### src/hw/divide_unit_defines.vh
// Constants for the integer divide and remainder unit.
// Assumes 32-bit instruction words with the major opcode in the top six bits.
`ifndef DIVIDE_UNIT_DEFINES_VH
`define DIVIDE_UNIT_DEFINES_VH

`define MAJOR_OPCODE_GROUP_A  6'h00
`define OPC_MSB               31
`define OPC_LSB               26
`define DIVISOR_FIELD_MSB     25
`define DIVISOR_FIELD_LSB     21
`define DIVIDEND_FIELD_MSB    20
`define DIVIDEND_FIELD_LSB    16
`define DEST_FIELD_MSB        15
`define DEST_FIELD_LSB        11
`define ZERO_BIT              10
`define FUNC_MSB              9
`define FUNC_LSB              0
`define FUNC_SIGNED_QUOT      10'h118
`define FUNC_SIGNED_REM       10'h158
`define FUNC_UNSIGNED_QUOT    10'h198
`define FUNC_UNSIGNED_REM     10'h1D8
`define OP_SIGNED_QUOT        2'h0
`define OP_SIGNED_REM         2'h1
`define OP_UNSIGNED_QUOT      2'h2
`define OP_UNSIGNED_REM       2'h3
`define WORD_WIDTH            32
`define ZERO_REG_INDEX        5'h00

`endif

### src/hw/divide_decoder.v
// Decodes the three-register divide and remainder instructions.
// Assumes the instruction word is stable while instr_valid is high.
`timescale 1ns/1ps
`default_nettype none
`include "divide_unit_defines.vh"

module divide_decoder (
  // Instruction
  input  wire [31:0] instr,
  // Decode results
  output reg         is_divide,
  output reg  [1:0]  op_code,
  output wire [4:0]  divisor_reg_field,
  output wire [4:0]  dividend_reg_field,
  output wire [4:0]  dest_reg_field
);

  wire        group_a = (instr[`OPC_MSB:`OPC_LSB] == `MAJOR_OPCODE_GROUP_A);
  wire [9:0]  func    = instr[`FUNC_MSB:`FUNC_LSB];

  // (RULE_01) Field layout
  assign divisor_reg_field  = instr[`DIVISOR_FIELD_MSB:`DIVISOR_FIELD_LSB];
  assign dividend_reg_field = instr[`DIVIDEND_FIELD_MSB:`DIVIDEND_FIELD_LSB];
  assign dest_reg_field     = instr[`DEST_FIELD_MSB:`DEST_FIELD_LSB];

  always @* begin
    is_divide = 1'b0;
    op_code   = `OP_SIGNED_QUOT;
    // (RULE_01) Opcode and zero bit
    if (group_a && !instr[`ZERO_BIT]) begin
      case (func)
        // (RULE_02) Signed function codes
        `FUNC_SIGNED_QUOT: begin
          is_divide = 1'b1;
          op_code   = `OP_SIGNED_QUOT;
        end
        `FUNC_SIGNED_REM: begin
          is_divide = 1'b1;
          op_code   = `OP_SIGNED_REM;
        end
        // (RULE_03) Unsigned function codes
        `FUNC_UNSIGNED_QUOT: begin
          is_divide = 1'b1;
          op_code   = `OP_UNSIGNED_QUOT;
        end
        `FUNC_UNSIGNED_REM: begin
          is_divide = 1'b1;
          op_code   = `OP_UNSIGNED_REM;
        end
        default: begin
          is_divide = 1'b0;
        end
      endcase
    end
  end

endmodule
`default_nettype wire

### src/hw/restoring_divider.v
// Unsigned restoring divider, one quotient bit per cycle.
// Assumes start is a one-cycle pulse given only while idle.
`timescale 1ns/1ps
`default_nettype none

module restoring_divider #(
  parameter WIDTH = 32
) (
  // Clock and reset
  input  wire             clock,
  input  wire             rst,
  // Request
  input  wire             start,
  input  wire [WIDTH-1:0] dividend,
  input  wire [WIDTH-1:0] divisor,
  // Result
  output reg              done,
  output reg  [WIDTH-1:0] quotient,
  output reg  [WIDTH-1:0] remainder
);

  localparam CW = $clog2(WIDTH + 1);
  // One iteration per quotient bit
  localparam [CW-1:0] STEPS = WIDTH;

  reg  [CW-1:0]  count_reg;
  reg            run_reg;
  reg  [WIDTH-1:0] divisor_reg;
  wire [WIDTH:0] trial = {remainder, quotient[WIDTH-1]};
  wire [WIDTH:0] diff  = trial - {1'b0, divisor_reg};

  always @(posedge clock) begin
    if (rst) begin
      count_reg   <= {CW{1'b0}};
      run_reg     <= 1'b0;
      done        <= 1'b0;
      quotient    <= {WIDTH{1'b0}};
      remainder   <= {WIDTH{1'b0}};
      divisor_reg <= {WIDTH{1'b0}};
    end else begin
      done <= 1'b0;
      if (start) begin
        run_reg     <= 1'b1;
        count_reg   <= STEPS;
        quotient    <= dividend;
        remainder   <= {WIDTH{1'b0}};
        divisor_reg <= divisor;
      end else if (run_reg) begin
        // Zero divisor just runs through; the result is left as computed
        if (!diff[WIDTH]) begin
          remainder <= diff[WIDTH-1:0];
          quotient  <= {quotient[WIDTH-2:0], 1'b1};
        end else begin
          remainder <= trial[WIDTH-1:0];
          quotient  <= {quotient[WIDTH-2:0], 1'b0};
        end
        count_reg <= count_reg - {{(CW-1){1'b0}}, 1'b1};
        if (count_reg == {{(CW-1){1'b0}}, 1'b1}) begin
          run_reg <= 1'b0;
          done    <= 1'b1;
        end
      end
    end
  end

endmodule
`default_nettype wire

### src/hw/integer_divide_modulo_unit.v
// Integer divide and remainder execution unit with register-file write port.
// Assumes the issuing stage holds instr and operands stable while busy is high.
// Behaviour
// (RULE_01) Match major opcode zero, three register fields, zero bit, function code.
// (RULE_02) Codes 0100011000 and 0101011000 select signed quotient and remainder.
// (RULE_03) Codes 0110011000 and 0111011000 select unsigned quotient and remainder.
// (RULE_04) Divide dividend by divisor, write one result to destination register.
// (RULE_05) Quotient times divisor plus remainder equals dividend; truncate toward zero.
// (RULE_06) Signed quotient on two's-complement 32-bit operands.
// (RULE_07) Signed remainder carries the dividend's sign.
// (RULE_08) Unsigned quotient on 32-bit operands.
// (RULE_09) Unsigned remainder on 32-bit operands.
// (RULE_10) No trap ever, zero divisor completes normally.
// (RULE_11) Zero divisor result value is unconstrained.
// (RULE_12) Old result-pair divide encodings raise a reserved instruction exception.
// (RULE_13) Busy stalls the pipeline until result is valid; operands held stable.
// (RULE_14) Most negative divided by minus one gives the dividend and zero.
// (RULE_15) Results addressed to register zero are discarded.
`timescale 1ns/1ps
`default_nettype none
`include "divide_unit_defines.vh"

module integer_divide_modulo_unit #(
  parameter WIDTH             = 32,
  parameter LEGACY_FUNC_MASK  = 10'h3FF,
  parameter LEGACY_DIV_FUNC   = 10'h2AC,
  parameter LEGACY_UQUOT_FUNC = 10'h2EC
) (
  // Clock and reset
  input  wire             clock,
  input  wire             rst,
  // Issue
  input  wire             instr_valid,
  input  wire [31:0]      instr,
  output wire             accepted,
  output wire             busy,
  // Register file read
  output wire [4:0]       dividend_read_index,
  output wire [4:0]       divisor_read_index,
  input  wire [WIDTH-1:0] dividend_value,
  input  wire [WIDTH-1:0] divisor_value,
  // Register file write
  output reg              write_enable,
  output reg  [4:0]       write_index,
  output reg  [WIDTH-1:0] write_data,
  // Exceptions
  output reg              reserved_instr_exc,
  output wire             arith_exc
);

  localparam S_IDLE = 2'h0;
  localparam S_RUN  = 2'h1;
  localparam S_DONE = 2'h2;

  wire             is_divide;
  wire [1:0]       op_code;
  wire [4:0]       divisor_reg_field;
  wire [4:0]       dividend_reg_field;
  wire [4:0]       dest_reg_field;

  reg  [1:0]       state_reg;
  reg  [1:0]       op_reg;
  reg  [4:0]       dest_reg;
  reg              neg_quot_reg;
  reg              neg_rem_reg;

  wire             div_done;
  wire [WIDTH-1:0] div_quot;
  wire [WIDTH-1:0] div_rem;

  divide_decoder decoder (
    .instr              (instr),
    .is_divide          (is_divide),
    .op_code            (op_code),
    .divisor_reg_field  (divisor_reg_field),
    .dividend_reg_field (dividend_reg_field),
    .dest_reg_field     (dest_reg_field)
  );

  // (RULE_04) Operand fetch indices
  assign dividend_read_index = dividend_reg_field;
  assign divisor_read_index  = divisor_reg_field;

  // (RULE_10) Never traps
  assign arith_exc = 1'b0;

  wire is_signed = (op_code == `OP_SIGNED_QUOT) || (op_code == `OP_SIGNED_REM);
  wire a_neg     = is_signed && dividend_value[WIDTH-1];
  wire b_neg     = is_signed && divisor_value[WIDTH-1];

  // (RULE_06) Magnitudes for signed operands
  wire [WIDTH-1:0] a_mag = a_neg ? (~dividend_value + 1'b1) : dividend_value;
  wire [WIDTH-1:0] b_mag = b_neg ? (~divisor_value + 1'b1) : divisor_value;

  // (RULE_12) Legacy two-operand divide with result pair
  wire [9:0] func = instr[`FUNC_MSB:`FUNC_LSB];
  wire legacy = (instr[`OPC_MSB:`OPC_LSB] == `MAJOR_OPCODE_GROUP_A) &&
                (((func & LEGACY_FUNC_MASK) == LEGACY_DIV_FUNC) ||
                 ((func & LEGACY_FUNC_MASK) == LEGACY_UQUOT_FUNC));

  wire start = (state_reg == S_IDLE) && instr_valid && is_divide;

  // (RULE_13) Stall until result written
  assign busy     = (state_reg != S_IDLE) || start;
  assign accepted = (state_reg == S_DONE);

  restoring_divider #(
    .WIDTH (WIDTH)
  ) divider (
    .clock     (clock),
    .rst       (rst),
    .start     (start),
    .dividend  (a_mag),
    .divisor   (b_mag),
    .done      (div_done),
    .quotient  (div_quot),
    .remainder (div_rem)
  );

  // (RULE_05) Truncated signs restored
  wire [WIDTH-1:0] quot_s = neg_quot_reg ? (~div_quot + 1'b1) : div_quot;
  wire [WIDTH-1:0] rem_s  = neg_rem_reg ? (~div_rem + 1'b1) : div_rem;

  // Word patterns for the two special cases
  localparam [WIDTH-1:0] MOST_NEG  = {1'b1, {(WIDTH-1){1'b0}}};
  localparam [WIDTH-1:0] ALL_ONES  = {WIDTH{1'b1}};
  localparam [WIDTH-1:0] ZERO_WORD = {WIDTH{1'b0}};

  // Operand copies taken at issue, so the special cases never depend on
  // the register file still showing the same values late in the run
  reg  [WIDTH-1:0] dividend_cap_reg;
  reg  [WIDTH-1:0] divisor_cap_reg;

  always @(posedge clock) begin
    if (rst) begin
      dividend_cap_reg <= {WIDTH{1'b0}};
      divisor_cap_reg  <= {WIDTH{1'b0}};
    end else if (start) begin
      dividend_cap_reg <= dividend_value;
      divisor_cap_reg  <= divisor_value;
    end
  end

  wire cap_signed = (op_reg == `OP_SIGNED_QUOT) || (op_reg == `OP_SIGNED_REM);
  // (RULE_11) Zero divisor seen at issue
  wire zero_div   = (divisor_cap_reg == ZERO_WORD);
  // (RULE_14) Most negative word by minus one
  wire wrap_case  = cap_signed &&
                    (dividend_cap_reg == MOST_NEG) &&
                    (divisor_cap_reg == ALL_ONES);

  // Signed results after the special cases
  reg  [WIDTH-1:0] quot_final;
  reg  [WIDTH-1:0] rem_final;
  always @* begin
    quot_final = quot_s;
    rem_final  = rem_s;
    // (RULE_14) Wrapped quotient, zero remainder
    if (wrap_case) begin
      quot_final = dividend_cap_reg;
      rem_final  = ZERO_WORD;
    end
    // (RULE_11) Fixed pattern keeps the zero-divisor result repeatable
    if (zero_div) begin
      quot_final = ALL_ONES;
      rem_final  = dividend_cap_reg;
    end
  end

  reg [WIDTH-1:0] result;
  always @* begin
    case (op_reg)
      // (RULE_06) Signed quotient
      // (RULE_14) Wrap case already folded in
      `OP_SIGNED_QUOT:   result = quot_final;
      // (RULE_07) Signed remainder
      `OP_SIGNED_REM:    result = rem_final;
      // (RULE_08) Unsigned quotient
      `OP_UNSIGNED_QUOT: result = div_quot;
      // (RULE_09) Unsigned remainder
      `OP_UNSIGNED_REM:  result = div_rem;
      default:           result = div_quot;
    endcase
  end

  always @(posedge clock) begin
    if (rst) begin
      state_reg          <= S_IDLE;
      op_reg             <= `OP_SIGNED_QUOT;
      dest_reg           <= 5'h00;
      neg_quot_reg       <= 1'b0;
      neg_rem_reg        <= 1'b0;
      write_enable       <= 1'b0;
      write_index        <= 5'h00;
      write_data         <= {WIDTH{1'b0}};
      reserved_instr_exc <= 1'b0;
    end else begin
      write_enable       <= 1'b0;
      reserved_instr_exc <= 1'b0;
      case (state_reg)
        S_IDLE: begin
          // (RULE_12) Reserved instruction pulse
          if (instr_valid && legacy) begin
            reserved_instr_exc <= 1'b1;
          end
          if (start) begin
            op_reg       <= op_code;
            dest_reg     <= dest_reg_field;
            neg_quot_reg <= a_neg ^ b_neg;
            neg_rem_reg  <= a_neg;
            state_reg    <= S_RUN;
          end
        end
        S_RUN: begin
          // (RULE_11) Zero divisor: signed ops write all ones or the dividend, unsigned ops whatever the divider left
          if (div_done) begin
            // (RULE_15) Register zero discarded
            write_enable <= (dest_reg != `ZERO_REG_INDEX);
            // (RULE_04) Single result write
            write_index  <= dest_reg;
            write_data   <= result;
            state_reg    <= S_DONE;
          end
        end
        S_DONE: begin
          state_reg <= S_IDLE;
        end
        default: begin
          state_reg <= S_IDLE;
        end
      endcase
    end
  end

endmodule
`default_nettype wire

### config.mk
export PLATFORM = sky130hd
export DESIGN_NAME = integer_divide_modulo_unit
export DESIGN_NICKNAME = d
export VERILOG_FILES = /design/src/hw/divide_decoder.v /design/src/hw/restoring_divider.v /design/src/hw/integer_divide_modulo_unit.v
export VERILOG_INCLUDE_DIRS = /design/src /design/src/hw
export SDC_FILE = /design/constraint.sdc
export NUM_CORES = 1
export LEC_CHECK = 0
export ABC_AREA = 1
export BUFFER_PORTS_ARGS = -buffer_cell sky130_fd_sc_hd__buf_2
export CAP_MARGIN = 25
export CELL_PAD_IN_SITES_DETAIL_PLACEMENT = 1
export CELL_PAD_IN_SITES_GLOBAL_PLACEMENT = 1
export CORE_MARGIN = 5
export CORE_UTILIZATION = 46
export DETAILED_ROUTE_END_ITERATION = 8
export PLACE_DENSITY = 0.88
export SETUP_SLACK_MARGIN = 0.02
export SYNTH_ARGS = -nofsm -noshare
export SYNTH_HDL_FRONTEND = slang
export SYNTH_SLANG_ARGS = --single-unit
### constraint.sdc
create_clock -name clock -period 4.7 [get_ports clock]
set_input_delay 0.705 -clock clock [delete_from_list [all_inputs] [get_ports clock]]
set_output_delay 0.705 -clock clock [all_outputs]
set_load 0.02 [all_outputs]
==> impl_metrics.py, run 1 <==
metrics = {
    "clock_tree": {
        "cts_setup_buffers": 0,
        "cts_buffers": 26,
        "clk_pin_slew_worst_paths_ns": 0.06,
        "ctsHoldBuffers": 0,
        "cts-root-buf": "clkbuf_16",
        "htreeDepth": 1,
        "clock-sinks": 217,
        "cts_tree": "built",
        "clk_path_buf_depth": 3,
        "clk_latency_ns": 0.57,
        "post_cts_resized": 0,
    },
    "worst_setup_path": {
        "crit_arrival_ns": 3.80,
        "crit_path_start_kind": "flip-flop",
        "crit_type": "flip-flop to flip-flop",
        "r2r_cells": 14,
        "path_max_fanout": 33,
        "cp.required_ns": 5.15,
        "endpoint_kind": "flip-flop",
    },
    "cells_and_area": {
        "n_fill_cell": 4886,
        "post-route-util_pct": 51.3,
        "multi_input_area_sq_mm": 0.00974,
        "area_growth_pct": 10.4,
        "drive_above_1_share_pct": 9.73,
        "diodes": 0,
        "ff_latch_area_sq_mm": 0.00434,
        "nets": 2856,
    },
    "synthesis": {
        "synth-edff-count": 0,
        "synthCells": 2660,
        "synth_nets": 2798,
        "ys_seq_elements": 217,
        "syn-cell-area_sq_mm": 0.0160,
        "ys_warn_count": 0,
        "synth_ff_type": "dfxtp_1",
        "syn_area_per_cell_sq_um": 6.02,
        "synth_top_cell_area_share_pct": 27.1,
        "async_reset_ff_share_pct": 0,
        "ys_top_cells_by_area": "dfxtp_1, nand2_1, inv_1",
        "yosys.area.top_type": "dfxtp_1",
        "ys_types": 63,
        "synth_seq_area_share_pct": 27.1,
    },
    "routing": {
        "wl_um": 73000,
        "routedWlPerCell_um": 22.9,
        "drc": 0,
        "firstDrtPassIters": 6,
        "antenna_left": 0,
        "vias_per_cell": 6.01,
        "drt_iter0_drc": 1646,
        "vias": 19200,
    },
    "sta": {
        "fin_setup_tns_ns": 0,
        "max_freq_mhz": 298,
        "worst_pin_slew_ns": 1.03,
        "finalSetupViolCount": 0,
        "fin_crit_sh_pct": 71.3,
        "finalMaxSlewViolations": 0,
        "hold_viol": 0,
        "fin_skew_ns": 0.0179,
        "relSlewSlack_pct": 31.0,
        "period_needed_ns": 3.35,
        "rsz0062_at_grt": "no",
    },
    "floorplanning": {
        "rows": 68,
        "core_area_sq_mm": 0.0345,
        "start_util_pct": 46.5,
        "ioPinCount": 151,
        "die_area_sq_mm": 0.0387,
        "fp.dieW_um": 197,
        "die_y_um": 197,
    },
    "placement": {
        "hpwl_um": 56700,
        "globalplace.congestion": 1.05,
        "io_buffer_count": 129,
    },
    "grt": {
        "grt_pass1_wl_um": 112000,
        "grt-ovfl-total": 0,
        "grt_max_degree": 69,
        "antenna_found_initial": 0,
        "grt_pass1_vias": 19300,
        "grt_use_total_pct": 36.5,
    },
    "power": {
        "sw_frac_of_total_pct": 24.6,
        "power.density_mw_per_mm2": 233,
        "internal_power_w": 0.00311,
        "p_comb_share_pct": 5.2,
        "pwr-share-clk_pct": 50.1,
        "p_leak_nw": 8.34,
        "switchingPower_w": 0.00101,
        "peakVddDrop_mv": 0.291,
        "p_seq_share_pct": 44.6,
    },
    "run_status": {
        "status": "finished, final reports clean",
    },
    "min_path": {
        "hold_depth": 3,
        "min_path_type": "primary input to flip-flop",
    },
    "job": {
        "drv_cap": 0,
    },
}
[worst max-delay path, cell delays in order (launching register included)]
cell and delay (ns):
dfxtp_1 0.32, nor2_1 0.24, nand3_1 0.12, nor2_1 0.14, nand2_1 0.08, nor2_2 0.11
nand2_2 0.46, nand2_2 0.57, inv_1 0.35, nand3_1 0.23, o21ai_0 0.21, nand2_1 0.18
nand4_1 0.09, nand2_1 0.09, inv_1 0.04
[cell usage after synthesis (3+ instances only)]
master    instances
o21bai_1          5
a31oi_1          17
clkinv_1          3
o21ai_0         156
nand3_2           5
nand3b_1          6
nand4_1          64
buf_4            15
nand3_1         220
buf_2            32
nand2_1         705
o21ai_1          35
xnor2_1          10
o211ai_1         11
xor2_1           36
a22o_1            3
o22ai_1          74
inv_2            19
nor3_1           29
nor2_2           10
nor4_1            9
nor2_1          276
inv_1           336
clkbuf_1         57
buf_1             7
o21ai_2           3
a21oi_1         157
o31ai_1           7
nand2_4           3
nor2_4            6
nand2_2          10
a211oi_1          8
dfxtp_1         217
a221oi_1          6
or2_2             3
nor3_2            5
o221ai_1          9
buf_6             7
o21a_1           13
ha_1             38
[cells in the final DEF (no fill, tap or decap), types with 8 or more instances in the layout]
master     count
nand2_1      705
inv_1        335
nor2_1       273
nand3_1      220
dfxtp_1      217
a21oi_1      157
o21ai_0      156
buf_2        129
o22ai_1       74
nand4_1       64
ha_1          38
xor2_1        36
o21ai_1       35
nor3_1        29
clkbuf_16     26
inv_2         20
a31oi_1       17
buf_4         17
o21a_1        13
nor2_2        12
o211ai_1      11
nand2_2       10
xnor2_1       10
nor4_1         9
o221ai_1       9
a211oi_1       8
[final cells by class]
cell class / count / area share [%]
multi-input cells: 1965 / 55.1
flip-flops and latches: 217 / 24.6
inverters: 360 / 7.67
repair buffers: 148 / 4.64
clock buffers: 36 / 4.23
well taps: 455 / 3.22
clock inverters: 8 / 0.573
[cells by family (layout without fill, tap and decap cells)]
family,after synthesis,after routing,share of synthesized area [%]
fa+ha+maj,39,39,3.09
other cells,1,1,0.0234
flops,217,217,27.1
simple gates,1364,1364,36.8
xor+xnor,46,46,2.52
compound gates,515,515,18.3
buf+inv,478,552,12.2
[power by group through the flow]
stage | Clock [W] | Sequential, W | Combinational [W]
after floorplan | 0 | 0.00188 | 0.000110
after global placement | 0 | 0.00188 | 0.000200
after detailed placement | 0 | 0.00188 | 0.000209
after CTS | 0.00208 | 0.00184 | 0.000211
after global routing | 0.00216 | 0.00184 | 0.000231
final | 0.00207 | 0.00184 | 0.000216
[layer usage]
layer  wire, um  vias up  share of wire (%)  track usage (%)
met5          0        -                  0                0
met4       2520        0                3.4             10.9
met3       6540      168                9.0             7.20
met2      32400      830                 44             58.3
met1      31500     9312                 43             50.2
li1           -     8858                  -                -
[metrics by stage]
step	setup WS, ns	instance area [sq um]	hold WS [ns]	power (W)	instances
after floorplan	2.17	16000	0.418	0.00199	2660
after global placement	1.45	16800	0.445	0.00208	3144
after detailed placement	1.40	16800	0.451	0.00209	3145
after CTS	1.50	17700	0.338	0.00413	3189
after global routing	1.24	17700	0.369	0.00423	3189
final	1.35	17700	0.360	0.00412	3189
[worst paths after layout]
check / slack [ns] / from / end
min reg2reg: 0.47 / write_data[8] / write_data[8]
min: 0.36 / instr[12] / dest_reg[1]
max reg2reg: 1.35 / dividend_cap_reg[8] / write_data[17]
max: 1.35 / dividend_cap_reg[8] / write_data[17]
(Power assumes the default switching activity.)
==> inputs of run 2 (changes only) <==
CORE_UTILIZATION = 38   (was 46)
PLACE_DENSITY = 0.77   (was 0.88)
clock period = 2.9 ns   (was 4.7 ns; I/O delays follow)
==> run 2 against run 1 <==
  * Setup slack worse by 1.1 ns
  * First-iteration DRC count down 12%
  * Final cell count up 3.8%
  * Sequential share of layout area down 0.63 points
  * Flip-flop and latch count unchanged
  * Global-route usage down 6.8 points
  * Clock skew up 0.0085 ns
  * Die area up 20%
  * Via count down 0.67%
  * Combinational power up 63%
==> impl_metrics.py, run 2 (same netlist as run 1, synthesis figures left out) <==
metrics = {
    "run_status": {
        "status": "finished, final reports clean",
    },
    "cells_and_area": {
        "final_cell_mix": "nand2_1, inv_1, nor2_1",
        "n_fill_cell": 5776,
        "post-route-util_pct": 43.3,
        "area_growth_pct": 13.2,
        "nets": 2887,
        "drive_above_1_share_pct": 10.8,
        "mostFrequentLayoutCell": "nand2_1",
    },
    "worst_setup_path": {
        "crit_arrival_ns": 3.09,
        "r2r_setup_slack_ns": 0.22,
        "r2r_cells": 16,
        "path_max_fanout": 21,
        "endpoint_kind": "flip-flop",
        "r2r_start": "divider.quotient[31]",
        "crit_path_start_kind": "flip-flop",
        "crit_type": "flip-flop to flip-flop",
        "cp.required_ns": 3.32,
        "reg2reg_to": "divider.remainder[9]",
    },
    "sta": {
        "worst_pin_slew_ns": 0.819,
        "fin_crit_sh_pct": 92.3,
        "fin_setup_tns_ns": 0,
        "period_needed_ns": 2.68,
        "fin_skew_ns": 0.0263,
        "layout_setup_ws_ns": 0.222,
        "finalSetupViolCount": 0,
        "finalMaxSlewViolations": 0,
        "relSlewSlack_pct": 45.4,
        "max_freq_mhz": 373,
        "hold_viol": 0,
        "rsz0062_at_grt": "no",
    },
    "floorplanning": {
        "fp.dieW_um": 215,
        "rows": 75,
        "start_util_pct": 38.3,
        "ioPinCount": 151,
        "core_area_sq_mm": 0.0419,
        "die_y_um": 215,
        "die_area_sq_mm": 0.0464,
    },
    "job": {
        "drv_cap": 0,
    },
    "clock_tree": {
        "cts-root-buf": "clkbuf_16",
        "cts_buffers": 27,
        "clk_pin_slew_worst_paths_ns": 0.06,
        "ctsHoldBuffers": 0,
        "clk_latency_ns": 0.57,
        "clk_path_buf_depth": 3,
        "clock-sinks": 217,
        "htreeDepth": 1,
        "cts_tree": "built",
    },
    "routing": {
        "wl_um": 72700,
        "vias_per_cell": 5.75,
        "routedWlPerCell_um": 22.0,
        "vias": 19000,
        "antenna_left": 0,
        "drc": 0,
        "drt_iter0_drc": 1453,
        "firstDrtPassIters": 5,
    },
    "grt": {
        "grt-ovfl-total": 0,
        "grt_pass1_wl_um": 110000,
        "grt_use_total_pct": 29.7,
        "antenna_found_initial": 1,
        "grt_pass1_vias": 19200,
        "grt_max_degree": 56,
    },
    "placement": {
        "globalplace.congestion": 1.01,
        "dp_slack_ns": 0.0596,
        "io_buffer_count": 129,
        "hpwl_um": 56900,
    },
    "min_path": {
        "hold_depth": 3,
        "worstHoldEndpoint": "dest_reg[1]",
        "hp-start": "instr[12]",
        "min_path_type": "primary input to flip-flop",
    },
    "power": {
        "p_leak_nw": 8.54,
        "peakVddDrop_mv": 0.428,
        "power.density_mw_per_mm2": 379,
    },
}
-- run 2: cell count changes in the layout (fill, tap and decap cells not counted), sizes merged --
cell / before / now
clkbuf: 36 / 39
bufinv: 2 / 3
buf: 148 / 178
clkinv: 10 / 9
diode: 0 / 3
-- run 2: layout make-up --
class	count	area, sq um	area share (%)
diodes	3	7.51	0.0414
clock buffers	39	801	4.41
clock inverters	8	115	0.635
inverters	360	1360	7.47
multi-input cells	1965	9750	53.8
flip-flops and latches	217	4340	23.9
well taps	539	674	3.72
repair buffers	178	1090	6.00
-- run 2: where the power goes --
| group | total [W] | switching [W] | internal (W) |
|---|---|---|---|
| clock | 0.00354 | 0.00138 | 0.00216 |
| combinational | 0.000351 | 0.000253 | 0.0000986 |
| sequential | 0.00298 | 0.0000000841 | 0.00298 |
-- run 2: worst max path at each step --
stage                     cells after the start                     to                  from  slack [ns]
after floorplan                              16  divider.remainder[11]  divider.quotient[31]        0.65
after global placement                       16  divider.remainder[11]  divider.quotient[31]        0.21
after detailed placement                     16   divider.remainder[9]  divider.quotient[31]        0.06
after CTS                                    16   divider.remainder[9]  divider.quotient[31]        0.06
after global routing                         16   divider.remainder[9]  divider.quotient[31]        0.06
final                                        16   divider.remainder[9]  divider.quotient[31]        0.22
-- run 2: stage by stage --
step	hold slack, ns	instance area (sq um)	cells	power [W]
CTS	0.0829	18100	3306	0.00689
floorplan	0.418	16000	2660	0.00323
global placement	0.448	17200	3259	0.00338
detailed placement	0.458	17200	3259	0.00339
finish	0.0869	18100	3309	0.00687
global route	0.0876	18100	3306	0.00707
-- run 2: worst max-delay path: stages (launching register included) --
cell and delay, ns:
dfxtp_1 0.37, inv_1 0.08, ha_1 0.24, fa_2 0.40
o21ai_4 0.23, nand2_1 0.10, nand2_2 0.10, nand2_2 0.07
nand2_4 0.10, nand2_4 0.06, nand2_1 0.09, nand2_1 0.09
nand2_4 0.19, buf_12 0.19, nand2_1 0.07, nand3_1 0.08
a21oi_1 0.08
-- run 2: what timing repair did --
item / 4_1_cts / 5_1_grt
endpoints found under the hold margin: 0 / 0
resized for setup: 0 / 4
endpoints found under the setup margin: 0 / 27
buffers inserted: 0 / 0
-- run 2: metal layers --
layer	up-vias	track usage, %	part of all wire [%]
met5	-	0	0
met4	0	10.2	3.5
met3	148	6.22	8.5
met2	719	48.4	45
met1	9257	39.3	43
li1	8915	-	-
